==> src/hdl/sync_detect_pkg.sv <==
// package: constants and carrier structs for the frame-sync detector
package sync_detect_pkg;
  // ---------------------------------------------------------------
  // delay line
  // ---------------------------------------------------------------
  localparam int DELAY_STAGES = 8;
  localparam int CH1_TAP = 0;
  localparam int CH9_TAP = 7;
  localparam logic RESET_LEVEL = 1'b0;
  // ---------------------------------------------------------------
  // variant encoding
  // ---------------------------------------------------------------
  typedef enum logic {
    VARIANT_VIB = 1'b0,
    VARIANT_GA = 1'b1
  } variant_e;
  // ---------------------------------------------------------------
  // carrier structs
  // ---------------------------------------------------------------
  typedef struct packed {
    logic sync;
    logic clr;
    logic keying;
    logic main_sync;
    logic cmp_in;
  } sync_in_s;
  typedef struct packed {
    logic buf_true;
    logic buf_comp;
    logic delayed_tap_a;
    logic delayed_tap_b;
    logic lag_true;
    logic lag_comp;
    logic cmp_pulse;
    logic gate_sync;
    logic countdown;
    logic key_pulse;
  } sync_out_s;
endpackage : sync_detect_pkg

==> src/hdl/sync_pattern_detector.sv <==
// file: frame-sync delay line, one-bit comparator and programmer
`timescale 1ns/10ps
`default_nettype none
// What this block does
// - delay line repeats the sync stream eight channel clocks later
// - buffer stage gives true and complement levels aligned with each sync
// - each stage loads one on sync present, zero otherwise, every clock that clr is low
// - stage n lags the buffer stage by n clock periods
// - delayed output leaves on one tap for vibration, another for G-A
// - comparator pulses when two syncs arrive one clock apart
// - comparator pulses when two delay-line pulses coincide
// - comparator stage gives sync copy, true and complement, one clock late
// - first coincidence gate pulses on the channel 1 sync
// - second coincidence gate pulses on the channel 9 sync
// - both coincidences are ORed on one summing node
// - comparator output follows each combined channel 1 or 9 pulse
// - programmer gates delay output with comparator input toward sync gate
// - programmer provides divide-by-two countdown from a flip-flop
// - keying flip-flop driven by keying input and main frame sync
module sync_pattern_detector #(
  parameter int STAGES = 8
) (
  input wire logic clk_in,
  input wire logic sys_rst_in,
  input wire sync_detect_pkg::sync_in_s ctl_in,
  input wire sync_detect_pkg::variant_e variant_in,
  output var sync_detect_pkg::sync_out_s stat_out
);
  import sync_detect_pkg::*;

  // ---------------------------------------------------------------
  // state
  // ---------------------------------------------------------------
  typedef struct packed {
    logic buf_q;
    logic [STAGES-1:0] chain;
    logic lag_q;
    sync_out_s out;
  } state_s;

  state_s state_reg;
  state_s state_next;
  logic ch1_hit;
  logic ch9_hit;
  logic sum_node;
  logic delayed;

  // ---------------------------------------------------------------
  // tap decode
  // ---------------------------------------------------------------
  function automatic logic tap_on(input variant_e sel, input variant_e tap);
    return sel == tap;
  endfunction : tap_on

  // ---------------------------------------------------------------
  // next-state logic
  // ---------------------------------------------------------------
  always_comb begin
    state_next = state_reg;
    // buffer stage loads one on sync, zero otherwise
    state_next.buf_q = ctl_in.sync;
    state_next.chain = {state_reg.chain[STAGES-2:0], state_reg.buf_q};
    state_next.lag_q = ctl_in.sync;
    delayed = state_reg.chain[STAGES-1];
    // pulses one clock apart: current sync and its one-clock copy
    ch1_hit = ctl_in.sync & state_reg.lag_q;
    // coincidence of two delay-line taps
    ch9_hit = state_reg.chain[CH1_TAP] & state_reg.chain[CH9_TAP];
    sum_node = ch1_hit | ch9_hit;
    // output copies load with the buffer and lag flops, same edge
    state_next.out.buf_true = ctl_in.sync;
    state_next.out.buf_comp = ~ctl_in.sync;
    state_next.out.lag_true = ctl_in.sync;
    state_next.out.lag_comp = ~ctl_in.sync;
    state_next.out.delayed_tap_a = tap_on(variant_in, VARIANT_VIB) & delayed;
    state_next.out.delayed_tap_b = tap_on(variant_in, VARIANT_GA) & delayed;
    state_next.out.cmp_pulse = sum_node;
    state_next.out.gate_sync = delayed & ctl_in.cmp_in;
    if (ctl_in.sync) begin
      state_next.out.countdown = ~state_reg.out.countdown;
    end
    // main frame sync clears the key, keying input sets it
    if (ctl_in.main_sync) begin
      state_next.out.key_pulse = 1'b0;
    end else if (ctl_in.keying) begin
      state_next.out.key_pulse = 1'b1;
    end
    // separate clear input from the controller
    if (ctl_in.clr) begin
      state_next.buf_q = RESET_LEVEL;
      state_next.chain = '0;
      state_next.lag_q = RESET_LEVEL;
      state_next.out.buf_true = RESET_LEVEL;
      state_next.out.buf_comp = ~RESET_LEVEL;
      state_next.out.lag_true = RESET_LEVEL;
      state_next.out.lag_comp = ~RESET_LEVEL;
    end
  end

  // ---------------------------------------------------------------
  // registers, one edge for every stage
  // ---------------------------------------------------------------
  always_ff @(posedge clk_in) begin
    if (sys_rst_in) begin
      state_reg <= '0;
      state_reg.out.buf_comp <= 1'b1;
      state_reg.out.lag_comp <= 1'b1;
    end else begin
      state_reg <= state_next;
    end
  end

  assign stat_out = state_reg.out;

  // ---------------------------------------------------------------
  // checks
  // ---------------------------------------------------------------
  delay_eight_a: assert property (@(posedge clk_in) disable iff (sys_rst_in)
    !$past(sys_rst_in, 1) && !$past(sys_rst_in, 2) && !$past(sys_rst_in, 3) &&
    !$past(sys_rst_in, 4) && !$past(sys_rst_in, 5) && !$past(sys_rst_in, 6) &&
    !$past(sys_rst_in, 7) && !$past(sys_rst_in, 8) && !$past(sys_rst_in, 9) &&
    $past(ctl_in.clr, 1) == 1'b0 &&
    $past(ctl_in.clr, 2) == 1'b0 && $past(ctl_in.clr, 3) == 1'b0 &&
    $past(ctl_in.clr, 4) == 1'b0 && $past(ctl_in.clr, 5) == 1'b0 &&
    $past(ctl_in.clr, 6) == 1'b0 && $past(ctl_in.clr, 7) == 1'b0 &&
    $past(ctl_in.clr, 8) == 1'b0 && $past(ctl_in.clr, 9) == 1'b0 &&
    $past(ctl_in.sync, 9) |-> state_reg.chain[STAGES-1])
    else $error("delay line lost sync");
  buf_comp_a: assert property (@(posedge clk_in) disable iff (sys_rst_in)
    stat_out.buf_true != stat_out.buf_comp)
    else $error("buffer levels not complementary");
  stage_load_a: assert property (@(posedge clk_in) disable iff (sys_rst_in)
    !ctl_in.clr |=> state_reg.buf_q == $past(ctl_in.sync))
    else $error("buffer stage load wrong");
  stage_lag_a: assert property (@(posedge clk_in) disable iff (sys_rst_in)
    !ctl_in.clr |=> state_reg.chain[1] == $past(state_reg.chain[0]))
    else $error("stage lag wrong");
  clear_chain_a: assert property (@(posedge clk_in) disable iff (sys_rst_in)
    ctl_in.clr |=> state_reg.chain == '0)
    else $error("clear did not empty chain");
  tap_select_a: assert property (@(posedge clk_in) disable iff (sys_rst_in)
    !(stat_out.delayed_tap_a && stat_out.delayed_tap_b))
    else $error("both taps active");
  adjacent_sync_a: assert property (@(posedge clk_in) disable iff (sys_rst_in)
    ctl_in.sync ##1 ctl_in.sync |=> stat_out.cmp_pulse)
    else $error("adjacent syncs missed");
  key_clear_a: assert property (@(posedge clk_in) disable iff (sys_rst_in)
    ctl_in.main_sync |=> !stat_out.key_pulse)
    else $error("main sync did not clear key");
  countdown_a: assert property (@(posedge clk_in) disable iff (sys_rst_in)
    ctl_in.sync |=> stat_out.countdown != $past(stat_out.countdown))
    else $error("countdown did not toggle");
  first_stage_a: assert property (@(posedge clk_in) disable iff (sys_rst_in)
    !ctl_in.clr |=> state_reg.chain[0] == $past(state_reg.buf_q))
    else $error("first stage lag wrong");
  chain_shift_a: assert property (@(posedge clk_in) disable iff (sys_rst_in)
    !ctl_in.clr |=>
    state_reg.chain[STAGES-1:1] == $past(state_reg.chain[STAGES-2:0]))
    else $error("chain shift wrong");
  clear_stages_a: assert property (@(posedge clk_in) disable iff (sys_rst_in)
    ctl_in.clr |=> !state_reg.buf_q && !state_reg.lag_q)
    else $error("clear did not empty buffer");
  clear_outs_a: assert property (@(posedge clk_in) disable iff (sys_rst_in)
    ctl_in.clr |=> !stat_out.buf_true && !stat_out.lag_true)
    else $error("clear did not drop copies");
  buf_follow_a: assert property (@(posedge clk_in) disable iff (sys_rst_in)
    !ctl_in.clr |=> stat_out.buf_true == $past(ctl_in.sync))
    else $error("buffer copy wrong");
  buf_inverse_a: assert property (@(posedge clk_in) disable iff (sys_rst_in)
    !ctl_in.clr |=> stat_out.buf_comp == !$past(ctl_in.sync))
    else $error("buffer complement wrong");
  tap_vib_a: assert property (@(posedge clk_in) disable iff (sys_rst_in)
    variant_in == VARIANT_VIB |=>
    stat_out.delayed_tap_a == $past(state_reg.chain[STAGES-1]))
    else $error("vibration tap wrong");
  tap_ga_a: assert property (@(posedge clk_in) disable iff (sys_rst_in)
    variant_in == VARIANT_GA |=>
    stat_out.delayed_tap_b == $past(state_reg.chain[STAGES-1]))
    else $error("other tap wrong");
  tap_a_idle_a: assert property (@(posedge clk_in) disable iff (sys_rst_in)
    variant_in == VARIANT_GA |=> !stat_out.delayed_tap_a)
    else $error("tap a active in other variant");
  tap_b_idle_a: assert property (@(posedge clk_in) disable iff (sys_rst_in)
    variant_in == VARIANT_VIB |=> !stat_out.delayed_tap_b)
    else $error("tap b active in vibration variant");
  // ---------------------------------------------------------------
  // comparator checks
  // ---------------------------------------------------------------
  lag_copy_a: assert property (@(posedge clk_in) disable iff (sys_rst_in)
    !ctl_in.clr |=> stat_out.lag_true == $past(ctl_in.sync))
    else $error("lag copy wrong");
  lag_inverse_a: assert property (@(posedge clk_in) disable iff (sys_rst_in)
    stat_out.lag_true != stat_out.lag_comp)
    else $error("lag levels not complementary");
  ch1_coinc_a: assert property (@(posedge clk_in) disable iff (sys_rst_in)
    ctl_in.sync && state_reg.lag_q |=> stat_out.cmp_pulse)
    else $error("channel 1 coincidence missed");
  ch9_coinc_a: assert property (@(posedge clk_in) disable iff (sys_rst_in)
    state_reg.chain[CH1_TAP] && state_reg.chain[CH9_TAP] |=>
    stat_out.cmp_pulse)
    else $error("channel 9 coincidence missed");
  sum_quiet_a: assert property (@(posedge clk_in) disable iff (sys_rst_in)
    !(ctl_in.sync && state_reg.lag_q) &&
    !(state_reg.chain[CH1_TAP] && state_reg.chain[CH9_TAP]) |=>
    !stat_out.cmp_pulse)
    else $error("comparator pulse without coincidence");
  // ---------------------------------------------------------------
  // programmer checks
  // ---------------------------------------------------------------
  gate_sync_a: assert property (@(posedge clk_in) disable iff (sys_rst_in)
    1'b1 |=> stat_out.gate_sync ==
    $past(state_reg.chain[STAGES-1] & ctl_in.cmp_in))
    else $error("gated sync wrong");
  gate_block_a: assert property (@(posedge clk_in) disable iff (sys_rst_in)
    !ctl_in.cmp_in |=> !stat_out.gate_sync)
    else $error("gated sync without comparator input");
  countdown_hold_a: assert property (@(posedge clk_in) disable iff (sys_rst_in)
    !ctl_in.sync |=> stat_out.countdown == $past(stat_out.countdown))
    else $error("countdown moved without sync");
  key_set_a: assert property (@(posedge clk_in) disable iff (sys_rst_in)
    !ctl_in.main_sync && ctl_in.keying |=> stat_out.key_pulse)
    else $error("keying did not set key");
  key_hold_a: assert property (@(posedge clk_in) disable iff (sys_rst_in)
    !ctl_in.main_sync && !ctl_in.keying |=>
    stat_out.key_pulse == $past(stat_out.key_pulse))
    else $error("key moved without input");
  key_priority_a: assert property (@(posedge clk_in) disable iff (sys_rst_in)
    ctl_in.main_sync && ctl_in.keying |=> !stat_out.key_pulse)
    else $error("keying beat main sync");
endmodule : sync_pattern_detector
`default_nettype wire

==> config.mk <==
export PLATFORM = sky130hd
export DESIGN_NAME = sync_pattern_detector
export DESIGN_NICKNAME = d
export VERILOG_FILES = /design/src/hdl/sync_detect_pkg.sv /design/src/hdl/sync_pattern_detector.sv
export SDC_FILE = /design/constraint.sdc
export NUM_CORES = 1
export LEC_CHECK = 0
export BUFFER_PORTS_ARGS = -buffer_cell sky130_fd_sc_hd__buf_2
export CAP_MARGIN = 20
export CELL_PAD_IN_SITES_DETAIL_PLACEMENT = 1
export CELL_PAD_IN_SITES_GLOBAL_PLACEMENT = 2
export CORE_MARGIN = 2
export CORE_UTILIZATION = 30
export DETAILED_ROUTE_END_ITERATION = 6
export PLACE_DENSITY = 0.74
export SLEW_MARGIN = 0
export SYNTH_ARGS = -nofsm -noshare
export SYNTH_HDL_FRONTEND = slang
export SYNTH_SLANG_ARGS = --single-unit
export TNS_END_PERCENT = 100
==> constraint.sdc <==
create_clock -name clk_in -period 1.6 [get_ports clk_in]
set_clock_uncertainty 0.05 [all_clocks]
set_input_delay 0.08 -clock clk_in [delete_from_list [all_inputs] [get_ports clk_in]]
set_output_delay 0.08 -clock clk_in [all_outputs]
set_load 0.05 [all_outputs]
# After elaboration in Yosys (flattened, before gate mapping)
# Cells that the tools add are included.
# word_totals
output_inout_bits	10
inputBits	8
latchBits	0
mem_count	0
wordCells	20
mem_bits_ro	0
register_bits	16
ramBits	0
# classes
n_mux	0
multipliers	0
eq_ne	0
order_cmp	0
addsub	0
div	0
n_reduce_logical	2
bitwise	9
n_shift	0
# ops
operator	n
1-bit AND	5
2-bit OR reduction	2
1-bit inverter	3
1-bit bitwise OR	1

# Longest topological paths before layout
# logic_depth
depth_word	2
ltp_mapped	2
depth_no_buf	2

# Worst setup path before layout
# Ideal clock, no wire load.
# synth_timing
kind	reg-to-reg
from	register stat_out[5] (netlist name)
to	register state_reg (netlist bit stat_out[3])
slack_ns	0.917
arrival_time_ns	0.516
setup_ns	0.117
synth_period_minus_slack_ns	0.683
stages_incl_launch_ff	3
path_buffers	0
t_required_ns	1.433
cell_sequence	dfxtp_1 a22oi_1 nor2_1
# synth_rtl
element	line	rtl
end signal: assignment	sync_pattern_detector.sv:109	state_reg <= state_next;
end: declaration	sync_pattern_detector.sv:41	state_s state_reg;

# Worst setup path after layout
# layout_timing
from	input ctl_in[1] (netlist name)
to	register state_reg (netlist bit stat_out[0])
# layout_via
elab_chain_len	1
# layout_lines
element	line	rtl
start: declaration	sync_pattern_detector.sv:25	input wire sync_detect_pkg::sync_in_s ctl_in,
2-bit OR reduction (no source line)	-	
# Every way passes these cells.
# A chain may end at the register's enable or synchronous reset.

==> impl_results.rst <==
.. list-table::
   :header-rows: 1

   * - Metric
     - Value
   * - Post-Syn Instances
     - 46
   * - Estimated wirelength of the detail-placed design
     - 527 microns
   * - Vias per cell
     - 4.19
   * - Number of nets still failing antenna checks after routing
     - 0
   * - Outcome
     - finished clean
   * - Die area
     - 0.00211 sq mm
   * - Launching element of the worst setup path
     - ctl_in[1]
   * - Maximum root-to-sink buffer count
     - 2
   * - Final period demand of the worst path
     - 1.26 ns
   * - Total setup buffers inserted after CTS
     - 0
   * - Relative slew slack
     - 0.833
   * - End of the critical path
     - stat_out[0]
   * - Reg2reg start
     - stat_out[0]
   * - Maximum number of pins on one net before global-route repair
     - 11
   * - Xor-xnor portion of the synthesized cell area
     - 0.0166
   * - Cell taking the most area after synthesis
     - sky130_fd_sc_hd__dfxtp_1
   * - Worst Setup Path Type
     - input pin to flop
   * - Critical path, cell by cell
     - dlygate4sd3_1 > buf_2 > nor3_1 > dlygate4sd3_1
   * - Area fraction in compound gates after synthesis
     - 0.0143
   * - Distinct cells, synth
     - 11
   * - Delay of the slowest cell on the worst path
     - 0.57 ns
   * - Root buffer cell
     - sky130_fd_sc_hd__clkbuf_4
   * - Hold path start
     - sys_rst_in
   * - Final hold violations
     - 0
   * - Net total in the final layout
     - 72
   * - Count of maximum capacitance violations
     - 0
   * - Core Rows
     - 15
   * - Number of design-rule violations left by the first detailed-router iteration
     - 1
   * - Flip-flop count of the largest register after layout
     - 8
   * - Critical Path AT
     - 1.45 ns
   * - Height of the chip
     - 45.9 microns
   * - Synth Area in Adders
     - 0
   * - Remaining routing DRC violations
     - 0
   * - Unrepaired setup endpoints after global routing
     - no
   * - First-pass iteration count of the detailed router
     - 2
   * - Input/output buffers
     - 17
   * - Number of cells on the worst reg-to-reg path
     - 3
   * - Power density cells
     - 1140 mW/mm^2
   * - Clock tree from TritonCTS
     - yes
   * - Sum of negative setup slack
     - 0 ns
   * - Number of nets produced by synthesis
     - 54
   * - Number of global-route vias before repair
     - 297
   * - Clock tree sinks
     - 16
   * - Number of pins exceeding their max-slew limit in the final report
     - 0
   * - Clock edge transition at the registers on the reported setup and hold paths
     - 0.09 ns
   * - Total vias in the final route
     - 335
   * - Highest clock frequency the design can meet
     - 0.792 GHz
   * - Standard cell with the maximum stage delay on the critical path
     - sky130_fd_sc_hd__dlygate4sd3_1
   * - Number of antenna violations at the first check in global routing
     - 0
   * - Critical path endpoint category
     - flop
   * - Final count of negative-setup-slack endpoints
     - 0
   * - Area share of the leading cell type in the synthesized netlist
     - 0.608
   * - Worst-margin pin slew
     - 0.252 ns
   * - Non-filler cells, final
     - 80
   * - Number of buffers created by CTS
     - 3
   * - Worst path depth
     - 4
   * - CORE AREA
     - 0.00169 sq mm
   * - Ant. Diodes
     - 0
   * - Yosys warning count
     - 0
   * - Data required, critical path
     - 1.79 ns
   * - Clock H-tree levels
     - 1
   * - Weighted congestion reported at the end of routability-driven placement
     - 0.650
   * - Endpoint of the lowest-slack register-to-register path
     - stat_out[0]
   * - Average cell area after synthesis
     - 11.5 sq um
   * - Critical path launch point type
     - input pin
   * - Routed wirelength normalized by instance count
     - 10.0 microns
   * - Total gr overflow
     - 0
   * - Simple-gate area share of the yosys netlist
     - 0.219
   * - Crit path max-delay family
     - buffers and inverters
   * - Flip-flop and latch count after synthesis
     - 16
   * - Multiplexer share of the synthesized area
     - 0
   * - Wire length of the first global-routing pass
     - 1.24 mm
   * - Register-to-register path setup slack
     - 0.43 ns
   * - Signed area change from the synthesized netlist to the final layout
     - 24.2%
   * - Critical Path Fanout Max
     - 1
   * - Share of synthesized area occupied by flip-flops and latches
     - 0.608
   * - Initial core utilization
     - 0.312
   * - Leakage component of the power
     - 0.306 nW
   * - Source-to-sink clock delay at the later pin of the worst-skew pair
     - 0.29 ns
   * - Cell Count Post-Placement
     - 70
   * - Peak supply drop
     - 410 uV
   * - Top Ports
     - 18
   * - Die width
     - 45.9 microns
   * - Overall global routing resource usage
     - 0.0891
   * - Combinational family with the most area after synthesis
     - simple AND/OR/NAND/NOR gates
   * - Cells taking the most area after synthesis
     - sky130_fd_sc_hd__dfxtp_1 61%, sky130_fd_sc_hd__buf_4 14%, sky130_fd_sc_hd__and2_1 11%
   * - Path category of the worst min-delay check
     - input pin to flop
   * - Share of cells above drive strength 1
     - 0.381
   * - Combined buffer and inverter count along the critical path
     - 3
   * - Total Routed Length
     - 801 microns
   * - Post-Synthesis Cell Area
     - 527 sq um
   * - Critical Path Most Common Cell
     - sky130_fd_sc_hd__dlygate4sd3_1
   * - Period Utilization, post-route
     - 0.789
## worst min-delay path by stage
stage / depth (start not counted) / end / slack (ns)
6_report: 2 / stat_out[1] / 0.01
3_3_place_gp: 2 / stat_out[0] / 0.19
5_1_grt: 2 / stat_out[7] / 0.02
3_5_place_dp: 2 / stat_out[0] / 0.20
2_1_floorplan: 1 / stat_out[4] / 0.09
4_1_cts: 2 / stat_out[1] / 0.01
## where the power goes
part | internal [mW] | total, mW | switching [mW] | leakage (nW)
combinational | 0.0270 | 0.0733 | 0.0463 | 0.155
sequential | 0.405 | 0.408 | 0.00349 | 0.130
clock | 0.139 | 0.267 | 0.129 | 0.0210
total | 0.570 | 0.749 | 0.179 | 0.306
## through the flow
stage | worst slack, ns | instance area (sq um) | utilization | hold WS, ns | power, mW
global route | 0.242 | 654 | 0.387 | 0.0223 | 0.780
finish | 0.337 | 654 | 0.387 | 0.0119 | 0.749
floorplan | 0.917 | 527 | - | 0.0919 | 0.470
detailed placement | 0.860 | 558 | 0.330 | 0.199 | 0.481
global placement | 0.873 | 558 | 0.330 | 0.192 | 0.481
CTS | 0.355 | 654 | 0.387 | 0.0136 | 0.761
## Yosys cell counts
master and number:
sky130_fd_sc_hd__and3b_2 2, sky130_fd_sc_hd__a22oi_1 1, sky130_fd_sc_hd__nor2_4 1, sky130_fd_sc_hd__xnor2_1 1, sky130_fd_sc_hd__nor3_1 1, sky130_fd_sc_hd__nor2_1 3, sky130_fd_sc_hd__and2_1 9, sky130_fd_sc_hd__nand2_1 1
sky130_fd_sc_hd__dfxtp_1 16, sky130_fd_sc_hd__nor3b_1 1, sky130_fd_sc_hd__buf_4 10
## placed cells by master, fill, tap and decap left out
cell	netlist	final
sky130_fd_sc_hd__buf_2	0	17
sky130_fd_sc_hd__and2_1	9	9
sky130_fd_sc_hd__a22oi_1	1	1
sky130_fd_sc_hd__clkbuf_4	0	3
sky130_fd_sc_hd__nor2_1	3	3
sky130_fd_sc_hd__nor3_1	1	1
sky130_fd_sc_hd__and3b_2	2	2
sky130_fd_sc_hd__xnor2_1	1	1
sky130_fd_sc_hd__dfxtp_1	16	16
sky130_fd_sc_hd__dlygate4sd3_1	0	6
sky130_fd_sc_hd__nand2_1	1	1
sky130_fd_sc_hd__nor2_4	1	1
sky130_fd_sc_hd__clkbuf_8	0	1
sky130_fd_sc_hd__nor3b_1	1	1
## layout make-up
| class | count | area (sq um) |
|---|---|---|
| clock buffers | 4 | 36.3 |
| fillers | 202 | 1030 |
| multi-input cells | 20 | 131 |
| flip-flops and latches | 16 | 320 |
| well taps | 17 | 21.3 |
| repair buffers | 23 | 145 |
## metal layers
layer | GRT usage | vias up | share of wire
li1 | - | 168 | -
met1 | 0.107 | 149 | 0.47
met2 | 0.125 | 14 | 0.43
met3 | 0.0238 | 4 | 0.074
met4 | 0.0857 | 0 | 0.029
met5 | 0 | - | 0
## worst reg2reg max path: stages (launching register included)
cell	delay (ns)
sky130_fd_sc_hd__dfxtp_1	0.32
sky130_fd_sc_hd__nor2_1	0.09
sky130_fd_sc_hd__nor3_1	0.05
sky130_fd_sc_hd__dlygate4sd3_1	0.56
## what timing repair did
action	in CTS	in global routing
gates resized for setup	0	0
hold buffers	6	0
hold endpoints to repair	4	0
## kinds of logic (layout without fill, tap and decap cells)
kind of cell	after synthesis	after routing
AO/OA/AOI/OAI	1	1
XOR/XNOR	1	1
buffers and inverters	10	27
flip-flops	16	16
AND/OR/NAND/NOR	18	18
Note: power is estimated with default switching activity, not from simulation.
